File: config.mk
export PLATFORM = sky130hd
export DESIGN_NAME = utx_top
export DESIGN_NICKNAME = d
export VERILOG_FILES = /design/src/hw/utx_baud.v /design/src/hw/utx_rx.v /design/src/hw/utx_top.v
export VERILOG_INCLUDE_DIRS = /design/src /design/src/hw
export SDC_FILE = /design/constraint.sdc
export NUM_CORES = 1
export LEC_CHECK = 0
export BUFFER_PORTS_ARGS = -buffer_cell sky130_fd_sc_hd__buf_2
export CORE_MARGIN = 2
export CORE_UTILIZATION = 30
export DETAILED_ROUTE_END_ITERATION = 10
export GPL_TIMING_DRIVEN = 1
export PLACE_DENSITY = 0.53
export SKIP_LAST_GASP = 1
export SYNTH_ARGS = -nofsm -noshare
export SYNTH_HDL_FRONTEND = slang
export SYNTH_SLANG_ARGS = --single-unit
export TNS_END_PERCENT = 5
File: constraint.sdc
create_clock -name CLK -period 7.15 [get_ports CLK]
set_input_delay 0.715 -clock CLK [delete_from_list [all_inputs] [get_ports CLK]]
set_output_delay 0.715 -clock CLK [all_outputs]
set_load 0.03 [all_outputs]
File: src/hw/utx_defs.vh
// register map, field positions, reset values and frame lengths for the uart transmit block
`ifndef UTX_DEFS_VH
`define UTX_DEFS_VH
// ==========================================================
// register offsets (byte addresses)
`define UTX_OFF_CTRL 8'h00
`define UTX_OFF_BAUD 8'h04
`define UTX_OFF_STAT 8'h08
`define UTX_OFF_DATA 8'h0C
`define UTX_OFF_DMAS 8'h10
// ==========================================================
// control register fields
`define UTX_C_TXEN 0
`define UTX_C_BRK 1
`define UTX_C_TXIE 2
`define UTX_C_RXIE 3
`define UTX_C_DONEIE 4
`define UTX_C_INV 5
`define UTX_C_NINE 6
`define UTX_C_TWO 7
`define UTX_C_LONG 8
// dma select register fields
`define UTX_D_TXDMA 7
`define UTX_D_RXDMA 5
`define UTX_DMAS_MASK 8'hA0
// status register fields
`define UTX_S_TXEMPTY 0
`define UTX_S_TC 1
`define UTX_S_RXFULL 2
`define UTX_S_TBUSY 3
`define UTX_S_RBUSY 4
// ==========================================================
// reset values
`define UTX_RST_CTRL 9'h000
`define UTX_RST_DMAS 8'h00
`define UTX_RST_BAUD 13'h0004
// ==========================================================
// frame timing, in bit times and oversample phases
`define UTX_FRAME_BASE 4'hA
`define UTX_OS_LAST 4'hF
`define UTX_OS_MID 4'h7
`endif

File: src/hw/utx_baud.v
// shared baud generator: 16x oversample tick and bit tick from the bus clock
`timescale 1ns/1ps
`default_nettype none
`include "utx_defs.vh"
module utx_baud
(
   input wire clk, // bus clock
   input wire rst, // synchronous reset
   input wire [12:0] div, // oversample divisor, zero halts
   output reg os_tick, // one pulse per oversample period
   output reg bit_tick // one pulse per bit time
);
reg [12:0] cnt_reg;
reg [3:0] os_cnt_reg;
// ==========================================================
// divider chain; both directions use these same ticks
always @(posedge clk)
begin
   if (rst)
   begin
      cnt_reg <= 13'h0000;
      os_cnt_reg <= 4'h0;
      os_tick <= 1'b0;
      bit_tick <= 1'b0;
   end
   else
   begin
      os_tick <= 1'b0;
      bit_tick <= 1'b0;
      if (div == 13'h0000)
         cnt_reg <= 13'h0000; // halted: no ticks at all
      else if (cnt_reg + 13'h0001 >= div)
      begin
         cnt_reg <= 13'h0000;
         os_tick <= 1'b1;
         os_cnt_reg <= os_cnt_reg + 4'h1;
         bit_tick <= (os_cnt_reg == `UTX_OS_LAST);
      end
      else
         cnt_reg <= cnt_reg + 13'h0001;
   end
end
endmodule
`default_nettype wire

File: src/hw/utx_rx.v
// minimal receive framer: resynchronises on every falling edge, samples mid bit
`timescale 1ns/1ps
`default_nettype none
`include "utx_defs.vh"
module utx_rx
(
   input wire clk, // bus clock
   input wire rst, // synchronous reset
   input wire os_tick, // 16x oversample tick
   input wire nine, // nine data bits
   input wire rxd_pin, // asynchronous serial input
   output reg done, // one-cycle pulse, character complete
   output reg [8:0] data, // received character
   output reg active // frame in progress
);
reg s1_reg, s2_reg, s3_reg;
reg [3:0] phase_reg;
reg [3:0] idx_reg;
reg [8:0] sh_reg;
wire fall;
wire [3:0] nbits;
// ==========================================================
// two-flop synchroniser; s3 is the line one oversample ago
always @(posedge clk)
begin
   if (rst)
   begin
      s1_reg <= 1'b1;
      s2_reg <= 1'b1;
      s3_reg <= 1'b1;
   end
   else
   begin
      s1_reg <= rxd_pin;
      s2_reg <= s1_reg;
      if (os_tick)
         s3_reg <= s2_reg;
   end
end
assign fall = os_tick & s3_reg & ~s2_reg;
assign nbits = nine ? 4'h9 : 4'h8;
// ==========================================================
// framer; any falling edge restarts the bit phase
always @(posedge clk)
begin
   if (rst)
   begin
      phase_reg <= 4'h0;
      idx_reg <= 4'h0;
      sh_reg <= 9'h000;
      active <= 1'b0;
      done <= 1'b0;
      data <= 9'h000;
   end
   else
   begin
      done <= 1'b0;
      if (fall)
      begin
         phase_reg <= 4'h0;
         if (!active)
         begin
            active <= 1'b1;
            idx_reg <= 4'h0;
         end
      end
      else if (os_tick && active)
      begin
         phase_reg <= phase_reg + 4'h1;
         if (phase_reg == `UTX_OS_MID)
         begin
            idx_reg <= idx_reg + 4'h1;
            if (idx_reg == 4'h0)
               active <= ~s2_reg; // false start bit drops the frame
            else if (idx_reg <= nbits)
               sh_reg <= {s2_reg, sh_reg[8:1]};
            else
            begin
               active <= 1'b0;
               done <= 1'b1;
               data <= nine ? sh_reg : {1'b0, sh_reg[8:1]};
            end
         end
      end
   end
end
endmodule
`default_nettype wire

File: src/hw/utx_top.v
// uart transmitter with break/idle queueing, dma/interrupt request routing and apb registers
//
// Contract
// - tx empty enable and buffer empty raise dma request if dma select, else irq.
// - tx empty enable clear keeps both tx empty requests low.
// - rx full enable and buffer full raise dma request if dma select, else irq.
// - rx full enable clear keeps both rx full requests low.
// - dma select register reserved bits ignore writes, read zero, reset to zero.
// - tx and rx run independently on one shared baud generator.
// - receive timing realigns on every falling edge of the serial input.
// - output idles high after reset; invert bit reverses every level.
// - enabling transmitter queues one idle preamble frame, then waits for data.
// - shifter is 10, 11 or 12 bits by nine-bit and two-stop settings.
// - free shifter takes buffer on baud tick and sets buffer empty flag.
// - nothing waiting after stop bit sets done flag and idles high.
// - disabling transmitter keeps the pin until current and queued frames finish.
// - break is a frame of zeros; writing break 1 then 0 queues one.
// - break request still set when break loads queues another break.
// - enable written 0 then 1 queues one idle frame of ones.
// - break length 10/11/11/12/13/14 bits for long,nine,two 000..101.
// - break length 14 for 110 and 15 for 111.
//
// Added by the designer: the address map and the APB slave port.
`timescale 1ns/1ps
`default_nettype none
`include "utx_defs.vh"
module utx_top
(
   input wire CLK, // 125 MHz bus clock
   input wire SYS_RST, // synchronous reset, active high
   input wire PSEL, // apb select
   input wire PENABLE, // apb access phase
   input wire PWRITE, // apb direction, high for write
   input wire [7:0] PADDR, // apb byte address
   input wire [31:0] PWDATA, // apb write data
   output reg [31:0] PRDATA, // apb read data
   output reg PREADY, // apb ready
   output reg PSLVERR, // apb error, unmapped address
   input wire RXD, // serial input pin
   output reg TXD, // serial output level
   output reg TXD_OE, // high while the transmitter owns the pin
   output reg TX_IRQ_REQ, // tx buffer empty interrupt request
   output reg TX_DMA_REQ, // tx buffer empty dma request
   output reg TC_IRQ_REQ, // transmit complete interrupt request
   output reg RX_IRQ_REQ, // rx buffer full interrupt request
   output reg RX_DMA_REQ // rx buffer full dma request
);
// ==========================================================
// break length by long-break, nine-bit and two-stop settings
function [3:0] brk_len;
   input [2:0] sel;
   begin
      case (sel)
         3'h0: brk_len = 4'hA;
         3'h1: brk_len = 4'hB;
         3'h2: brk_len = 4'hB;
         3'h3: brk_len = 4'hC;
         3'h4: brk_len = 4'hD;
         3'h5: brk_len = 4'hE;
         3'h6: brk_len = 4'hE;
         3'h7: brk_len = 4'hF;
         default: brk_len = 4'hA;
      endcase
   end
endfunction
// ==========================================================
// register state
reg [8:0] ctrl_reg;
reg [7:0] dmas_reg;
reg [12:0] baud_reg;
reg [8:0] txbuf_reg;
reg tx_empty_reg, tc_reg, rx_full_reg;
reg [8:0] rxbuf_reg;
// transmitter state
localparam ST_IDLE = 2'h0;
localparam ST_DATA = 2'h1;
localparam ST_BRK = 2'h2;
localparam ST_PRE = 2'h3;
reg [1:0] st_reg;
reg [11:0] sh_reg;
reg [3:0] cnt_reg;
reg brk_q_reg, idle_q_reg;
wire os_tick, bit_tick;
wire rx_done, rx_active;
wire [8:0] rx_data;
wire tx_en, brk, nine, two, inv;
wire [3:0] frame_len;
wire acc, wr, rd, setup;
wire wr_ctrl, wr_data, rd_data;
wire free;
wire tx_req, rx_req;
reg [31:0] rd_mux;
reg rd_ok;
assign tx_en = ctrl_reg[`UTX_C_TXEN];
assign brk = ctrl_reg[`UTX_C_BRK];
assign nine = ctrl_reg[`UTX_C_NINE];
assign two = ctrl_reg[`UTX_C_TWO];
assign inv = ctrl_reg[`UTX_C_INV];
// frame is start + 8 or 9 data + 1 or 2 stop
assign frame_len = `UTX_FRAME_BASE + {3'h0, nine} + {3'h0, two};
// ==========================================================
// shared baud generator and receive framer
utx_baud u_baud
(
   .clk(CLK),
   .rst(SYS_RST),
   .div(baud_reg),
   .os_tick(os_tick),
   .bit_tick(bit_tick)
);
utx_rx u_rx
(
   .clk(CLK),
   .rst(SYS_RST),
   .os_tick(os_tick),
   .nine(nine),
   .rxd_pin(RXD),
   .done(rx_done),
   .data(rx_data),
   .active(rx_active)
);
// ==========================================================
// apb decode: answer in the first access cycle, no wait states
assign setup = PSEL & ~PENABLE;
assign acc = PSEL & PENABLE & PREADY;
assign wr = acc & PWRITE;
assign rd = acc & ~PWRITE;
assign wr_ctrl = wr & (PADDR == `UTX_OFF_CTRL);
assign wr_data = wr & (PADDR == `UTX_OFF_DATA);
assign rd_data = rd & (PADDR == `UTX_OFF_DATA);
// read mux; unmapped addresses read zero and flag an error
always @*
begin
   rd_mux = 32'h00000000;
   rd_ok = 1'b1;
   case (PADDR)
      `UTX_OFF_CTRL: rd_mux = {23'h0, ctrl_reg};
      `UTX_OFF_BAUD: rd_mux = {19'h0, baud_reg};
      `UTX_OFF_STAT: rd_mux = {27'h0, rx_active, (st_reg != ST_IDLE), rx_full_reg,
         tc_reg, tx_empty_reg};
      `UTX_OFF_DATA: rd_mux = {23'h0, rxbuf_reg};
      `UTX_OFF_DMAS: rd_mux = {24'h000000, dmas_reg};
      default: rd_ok = 1'b0;
   endcase
end
always @(posedge CLK)
begin
   if (SYS_RST)
   begin
      PREADY <= 1'b0;
      PRDATA <= 32'h00000000;
      PSLVERR <= 1'b0;
   end
   else
   begin
      PREADY <= setup;
      PSLVERR <= setup & ~rd_ok;
      if (setup && !PWRITE)
         PRDATA <= rd_mux;
   end
end
// ==========================================================
// software registers
always @(posedge CLK)
begin
   if (SYS_RST)
   begin
      ctrl_reg <= `UTX_RST_CTRL;
      dmas_reg <= `UTX_RST_DMAS;
      baud_reg <= `UTX_RST_BAUD;
      txbuf_reg <= 9'h000;
   end
   else
   begin
      if (wr_ctrl)
         ctrl_reg <= PWDATA[8:0];
      if (wr && PADDR == `UTX_OFF_BAUD)
         baud_reg <= PWDATA[12:0];
      if (wr && PADDR == `UTX_OFF_DMAS)
         dmas_reg <= PWDATA[7:0] & `UTX_DMAS_MASK;
      if (wr_data)
         txbuf_reg <= PWDATA[8:0];
   end
end
// ==========================================================
// status flags; a hardware set wins over a clear in the same cycle
always @(posedge CLK)
begin
   if (SYS_RST)
   begin
      rx_full_reg <= 1'b0;
      rxbuf_reg <= 9'h000;
   end
   else if (rx_done)
   begin
      rx_full_reg <= 1'b1;
      rxbuf_reg <= rx_data;
   end
   else if (rd_data)
      rx_full_reg <= 1'b0;
end
// ==========================================================
// transmit shifter; the next frame loads at the tick the last bit ends
assign free = bit_tick & ((st_reg == ST_IDLE) | (cnt_reg == 4'h1));
always @(posedge CLK)
begin
   if (SYS_RST)
   begin
      st_reg <= ST_IDLE;
      sh_reg <= 12'hFFF;
      cnt_reg <= 4'h0;
      brk_q_reg <= 1'b0;
      idle_q_reg <= 1'b0;
      tx_empty_reg <= 1'b1;
      tc_reg <= 1'b1;
   end
   else
   begin
      // queue requests from control writes
      if (wr_ctrl && brk && !PWDATA[`UTX_C_BRK])
         brk_q_reg <= 1'b1;
      if (wr_ctrl && !tx_en && PWDATA[`UTX_C_TXEN])
      begin
         idle_q_reg <= 1'b1;
         tc_reg <= 1'b0;
      end
      if (wr_data)
      begin
         tx_empty_reg <= 1'b0;
         tc_reg <= 1'b0;
      end
      if (free)
      begin
         // queued frames run even with enable clear so the pin is kept
         if (brk_q_reg)
         begin
            st_reg <= ST_BRK;
            sh_reg <= 12'h000;
            cnt_reg <= brk_len({ctrl_reg[`UTX_C_LONG], nine, two});
            brk_q_reg <= brk;
         end
         else if (idle_q_reg)
         begin
            st_reg <= ST_PRE;
            sh_reg <= 12'hFFF;
            cnt_reg <= frame_len;
            idle_q_reg <= 1'b0;
         end
         else if (tx_en && !tx_empty_reg)
         begin
            st_reg <= ST_DATA;
            sh_reg <= nine ? {2'h3, txbuf_reg, 1'b0} : {3'h7, txbuf_reg[7:0], 1'b0};
            cnt_reg <= frame_len;
            tx_empty_reg <= 1'b1;
         end
         else
         begin
            if (st_reg != ST_IDLE)
               tc_reg <= 1'b1;
            st_reg <= ST_IDLE;
            sh_reg <= 12'hFFF;
            cnt_reg <= 4'h0;
         end
      end
      else if (bit_tick && st_reg != ST_IDLE)
      begin
         // a break refills with zeros, as it may outlast the 12-bit shifter
         sh_reg <= {(st_reg != ST_BRK), sh_reg[11:1]};
         cnt_reg <= cnt_reg - 4'h1;
      end
   end
end
// ==========================================================
// pin and request outputs, all registered
assign tx_req = ctrl_reg[`UTX_C_TXIE] & tx_empty_reg;
assign rx_req = ctrl_reg[`UTX_C_RXIE] & rx_full_reg;
always @(posedge CLK)
begin
   if (SYS_RST)
   begin
      TXD <= 1'b1;
      TXD_OE <= 1'b0;
      TX_IRQ_REQ <= 1'b0;
      TX_DMA_REQ <= 1'b0;
      TC_IRQ_REQ <= 1'b0;
      RX_IRQ_REQ <= 1'b0;
      RX_DMA_REQ <= 1'b0;
   end
   else
   begin
      // idle level is high before inversion
      TXD <= ((st_reg == ST_IDLE) ? 1'b1 : sh_reg[0]) ^ inv;
      // pin held while anything is running or queued
      TXD_OE <= tx_en | (st_reg != ST_IDLE) | brk_q_reg | idle_q_reg;
      TX_DMA_REQ <= tx_req & dmas_reg[`UTX_D_TXDMA];
      TX_IRQ_REQ <= tx_req & ~dmas_reg[`UTX_D_TXDMA];
      // done irq is the caller's to keep off in dma mode
      TC_IRQ_REQ <= ctrl_reg[`UTX_C_DONEIE] & tc_reg;
      RX_DMA_REQ <= rx_req & dmas_reg[`UTX_D_RXDMA];
      RX_IRQ_REQ <= rx_req & ~dmas_reg[`UTX_D_RXDMA];
   end
end
endmodule
`default_nettype wire
# After elaboration in Yosys (flattened, before gate mapping)
# Memories as Yosys holds them, arrays and structs flattened. A register that Yosys moved wholly into a read port is not among the register bits.
# Cells that the tools add are included.
# totals
mem_count,1
elab_cells,180
rom_bits,24
ff_bits,156
out_inout_bits,41
# classes
n_lt_le_gt_ge,2
addsub,7
eq_ne,10
bitwise,37
n_reduce_logical,34
muxes,53
# mem_list
memory,words,width,rd,rd_ports_with_merged_regs,wr,line_no,text
(no name shown),8,3,1,1,0,utx_top.v:53,case (sel)
# op_table
operator,count
case mux 13 bit (5 select lines),1
two-way mux 12 bit,3
two-way mux 4 bit,9
two-way mux 1 bit,32
two-way mux 10 bit,3
AND 1 bit,19
"equality test 8 x 4 -> 1 bit, second input constant",2
"adder 13 x 1 -> 13 bit, second input constant",1
>= comparator 13 bit,1
zero test 13 bit,1
NOT 1 bit,13
"adder 4 x 1 -> 4 bit, second input constant",3
logical AND 1 bit,10
AND reduction 5 bit,2
nonzero test 2 bit,5
OR reduction 5 bit,2
two-way mux 9 bit,1
"equality test 8 x 3 -> 1 bit, second input constant",1
"equality test 8 x 5 -> 1 bit, second input constant",1
zero test 8 bit,1
two-way mux 3 bit,2
AND reduction 3 bit,2
OR reduction 3 bit,2
adder 4 x 1 -> 4 bit,1
16 further kinds,25

# Logic depth before layout (Yosys ltp)
# depth
word_depth,13
depth_mapped,11
depth_no_buf,10

# Cells and area by module
# Synthesis repeated with hierarchy kept, for this count alone.
# unflattened
hier_cells,728
hier_area_um2,6837.8
# modules_own_cells
module,area_per_inst_um2,cells_per_inst,n_inst,seq_area_each_um2
utx_top,4036.4,433,1,1801.7
utx_rx,1457.6,146,1,620.6
utx_baud,1343.8,149,1,380.4

# Least setup slack after synthesis
# OpenSTA, ideal clock, no wires.
# synth_path
path_type,register to register
startpoint,register u_baud.cnt_reg[0]
endpoint,register u_baud.os_cnt_reg[2]
setup_ps,70
arrival_ps,2514
setup_slack_ps,4565
t_required_ps,7080
path_stages_with_launch,11
period_less_slack_ps,2585
cell_sequence,dfxtp_1 > ha_1 > and3_1 > and3_1 > xor2_1 > ha_1 > nand4_1 > a2111oi_0 > a221oi_2 > or4_1 > a21oi_1
# synth_via
elab_chain_cells,3
# synth_rtl
element,line_no,text
start: declaration,utx_baud.v:13,reg [12:0] cnt_reg;
start signal: assignment,utx_baud.v:40,cnt_reg <= cnt_reg + 13'h0001;
adder 13 x 1 -> 13 bit,utx_baud.v:32,else if (cnt_reg + 13'h0001 >= div)
>= comparator 13 bit,utx_baud.v:32,
AND reduction 2 bit (no line),n/a,
end signal: assignment,utx_baud.v:36,os_cnt_reg <= os_cnt_reg + 4'h1;
end: declaration,utx_baud.v:14,reg [3:0] os_cnt_reg;
# Every way passes these cells.
# A chain may end at the register's enable or synchronous reset.

# Worst setup path in the final report
# layout_path
startpoint,register u_baud.cnt_reg[0]
endpoint,register u_baud.bit_tick
# layout_via
elab_chain_cells,4
# layout_rtl
element,line_no,text
adder 13 x 1 -> 13 bit,utx_baud.v:32,
>= comparator 13 bit,utx_baud.v:32,
NOT 1 bit (no line),n/a,
OR reduction 3 bit (no line),n/a,
end signal: assignment,utx_baud.v:37,bit_tick <= (os_cnt_reg == `UTX_OS_LAST);
end: declaration,utx_baud.v:11,output reg bit_tick
# Every way passes these cells.

==> qor.yml <==
vias: 4909
cts_tree: "done"
critPathKind: "flip-flop to flip-flop"
wl_met2_um: 6880
drt_first_pass_iters: 4
postRouteAntennaNets: 0
synth_top_family_by_area: "simple AND/OR/NAND/NOR gates"
synth_simple_gate_area_share_pct: 20.4
finClkSkew_ns: 0.00674
synth_area_leader_cell: "dfxtp_1"
synth.area.mux_share_pct: 10.9
syn_area_um2: 6420
critPathMaxFanout: 17
finalCritPeriodShare_pct: 44.1
min_period_ns: 3.15
cts_buffers: 17
yosysTopAreaCellShare_pct: 43.6
grt_antenna_before_repair: 0
min_path_cells: 1
wl_met1_um: 7850
syn2layout_area_growth_pct: 15.4
p_total_uw: 1820
p_per_area_nw_per_um2: 245
top_level_ports: 87
grt.total_usage_pct: 14.5
highest_layer: "met4"
slew_violations: 0
layout_common_cells: "dfxtp_1, nor2_1, mux2i_1, buf_2, nand2_1"
synthAdderAreaFrac_pct: 4.87
wl_per_cell_um: 15.2
core_um2: 21000
synth_edf_count: 0
status: "finished clean"
num_antenna_cells: 0
drt_iter0_markers: 329
die_y_um: 150
worstSkewPairLatency_ns: 0.42
num-nets-final: 801
worstPathArrival_ns: 3.51
synth_compound_area_share_pct: 11.8
r2r_cells: 11
rsz0062_at_grt: "false"
critPathCaptureType: "flip-flop"
synth_cell_type_count: 65
hold_viol_final: 0
clk_pin_slew_ns: 0.06
cts_max_path_buffers: 2
wl_um: 15500
drive_above_1_share_pct: 14.1
slew_headroom_pct: 48.2
design_area_um2: 7410
grt_max_degree: 62
tightest_slew_ns: 0.775
final_common_cell: "dfxtp_1"
timing.setup.tns_ns: 0
cts_resized: 0
drv_cap: 0
route.detailed.drc: 0
dpl-instance-area_um2: 6800
cts_max_level: 4
fmaxAchievable_mhz: 317
min_path_type: "flip-flop to flip-flop"
synth_seq_area_share_pct: 43.6
ys.flop_type: "dfxtp_1"
dieWidth_um: 150
vias_per_cell: 4.82
overflow: 0
start_kind: "flip-flop"
dr_wl_met3_um: 553
num_rows: 53
setup_viol: 0
avgSynthCellArea_um2: 9.23
irDropWorstVdd_v: 0.000144
grt_pass1_wl_um: 25200
post-dp-hpwl_um: 10700
dp.cells: 986
first_global_vias: 4705
fin_util_pct: 35.3
ys_seq_elements: 140
finalNonFillerCells: 1018
post-cts-setup-buffer-count: 0
io_buffers: 48
post_cts_hold_buffer_count: 0
cts_root_buffer: "clkbuf_16"
start_util_pct: 30.6
place.gp.congestion: 0.768
synth_async_sr_flop_share_pct: 0
synthTopCellsByArea: "dfxtp_1, mux2i_1, ha_1"
syn_inst: 696
cts_sinks: 140
synth_xor_area_share_pct: 1.91
yosysWarningCount: 0
cp.required_ns: 7.51
leakage_uw: 0.00306
die_area_um2: 22600
cell usage after synthesis, types with 10 or more instances:
master / n
a211oi_1: 10
a21oi_1: 40
and3_1: 11
buf_4: 21
clkbuf_1: 28
dfxtp_1: 140
ha_1: 25
inv_1: 28
mux2i_1: 59
nand2_1: 46
nand3_1: 35
nor2_1: 83
nor3_1: 10
o21ai_0: 31
cells by family (layout without fill, tap and decap cells):
group                    count (synthesis)  after routing
AO/OA/AOI/OAI                          119            119
XOR/XNOR                                14             14
adder cells (fa/ha/maj)                 25             25
buffers and inverters                   83            112
flip-flops                             140            140
multiplexers                            64             64
other                                    1             19
AND/OR/NAND/NOR                        250            250
routing by layer:
metal / GRT usage [%] / up-vias
met5: 0 / -
met4: 3.92 / 0
met3: 3.61 / 12
met2: 21.9 / 81
met1: 20.5 / 2322
li1: - / 2494
final timing paths:
| check | startpoint | to | slack (ns) |
|---|---|---|---|
| hold / removal | u_rx.s1_reg | u_rx.s2_reg | 0.42 |
| setup / recovery | u_baud.cnt_reg[0] | u_baud.bit_tick | 4.00 |
| hold reg to reg | u_rx.s1_reg | u_rx.s2_reg | 0.42 |
| setup reg to reg | u_baud.cnt_reg[0] | u_baud.bit_tick | 4.00 |
critical path, stage by stage, from the launching register on:
cell and delay, ns:
dfxtp_1 0.43, ha_1 0.27, and3_1 0.24, and3_1 0.19, xor2_1 0.08, ha_1 0.31, nand4_1 0.13, a2111oi_0 0.45
a221oi_2 0.10, buf_4 0.22, nor3_1 0.41, and4_1 0.25
per-stage QoR:
| stage | hold WS (ns) | setup WS [ns] |
|---|---|---|
| after detailed placement | 0.403 | 3.91 |
| final | 0.417 | 4.00 |
| after floorplan | 0.389 | 4.57 |
| after CTS | 0.422 | 3.97 |
| after global placement | 0.393 | 3.97 |
| after global routing | 0.427 | 3.71 |
power breakdown:
group	total, uW	switching [uW]	internal (uW)
Clock	904	330	574
Combinational	108	73.1	35.4
Sequential	806	14.2	792
Total	1820	418	1400
layout make-up:
| cell class | instances | area [um^2] |
|---|---|---|
| multi-input combinational | 491 | 3280 |
| inverter | 28 | 105 |
| timing repair buffer | 52 | 273 |
| clock buffer | 21 | 470 |
| tap | 275 | 344 |
| fill | 2145 | 13600 |
| sequential | 140 | 2800 |
| clock inverter | 11 | 141 |
Note: power is estimated with default switching activity, not from simulation.
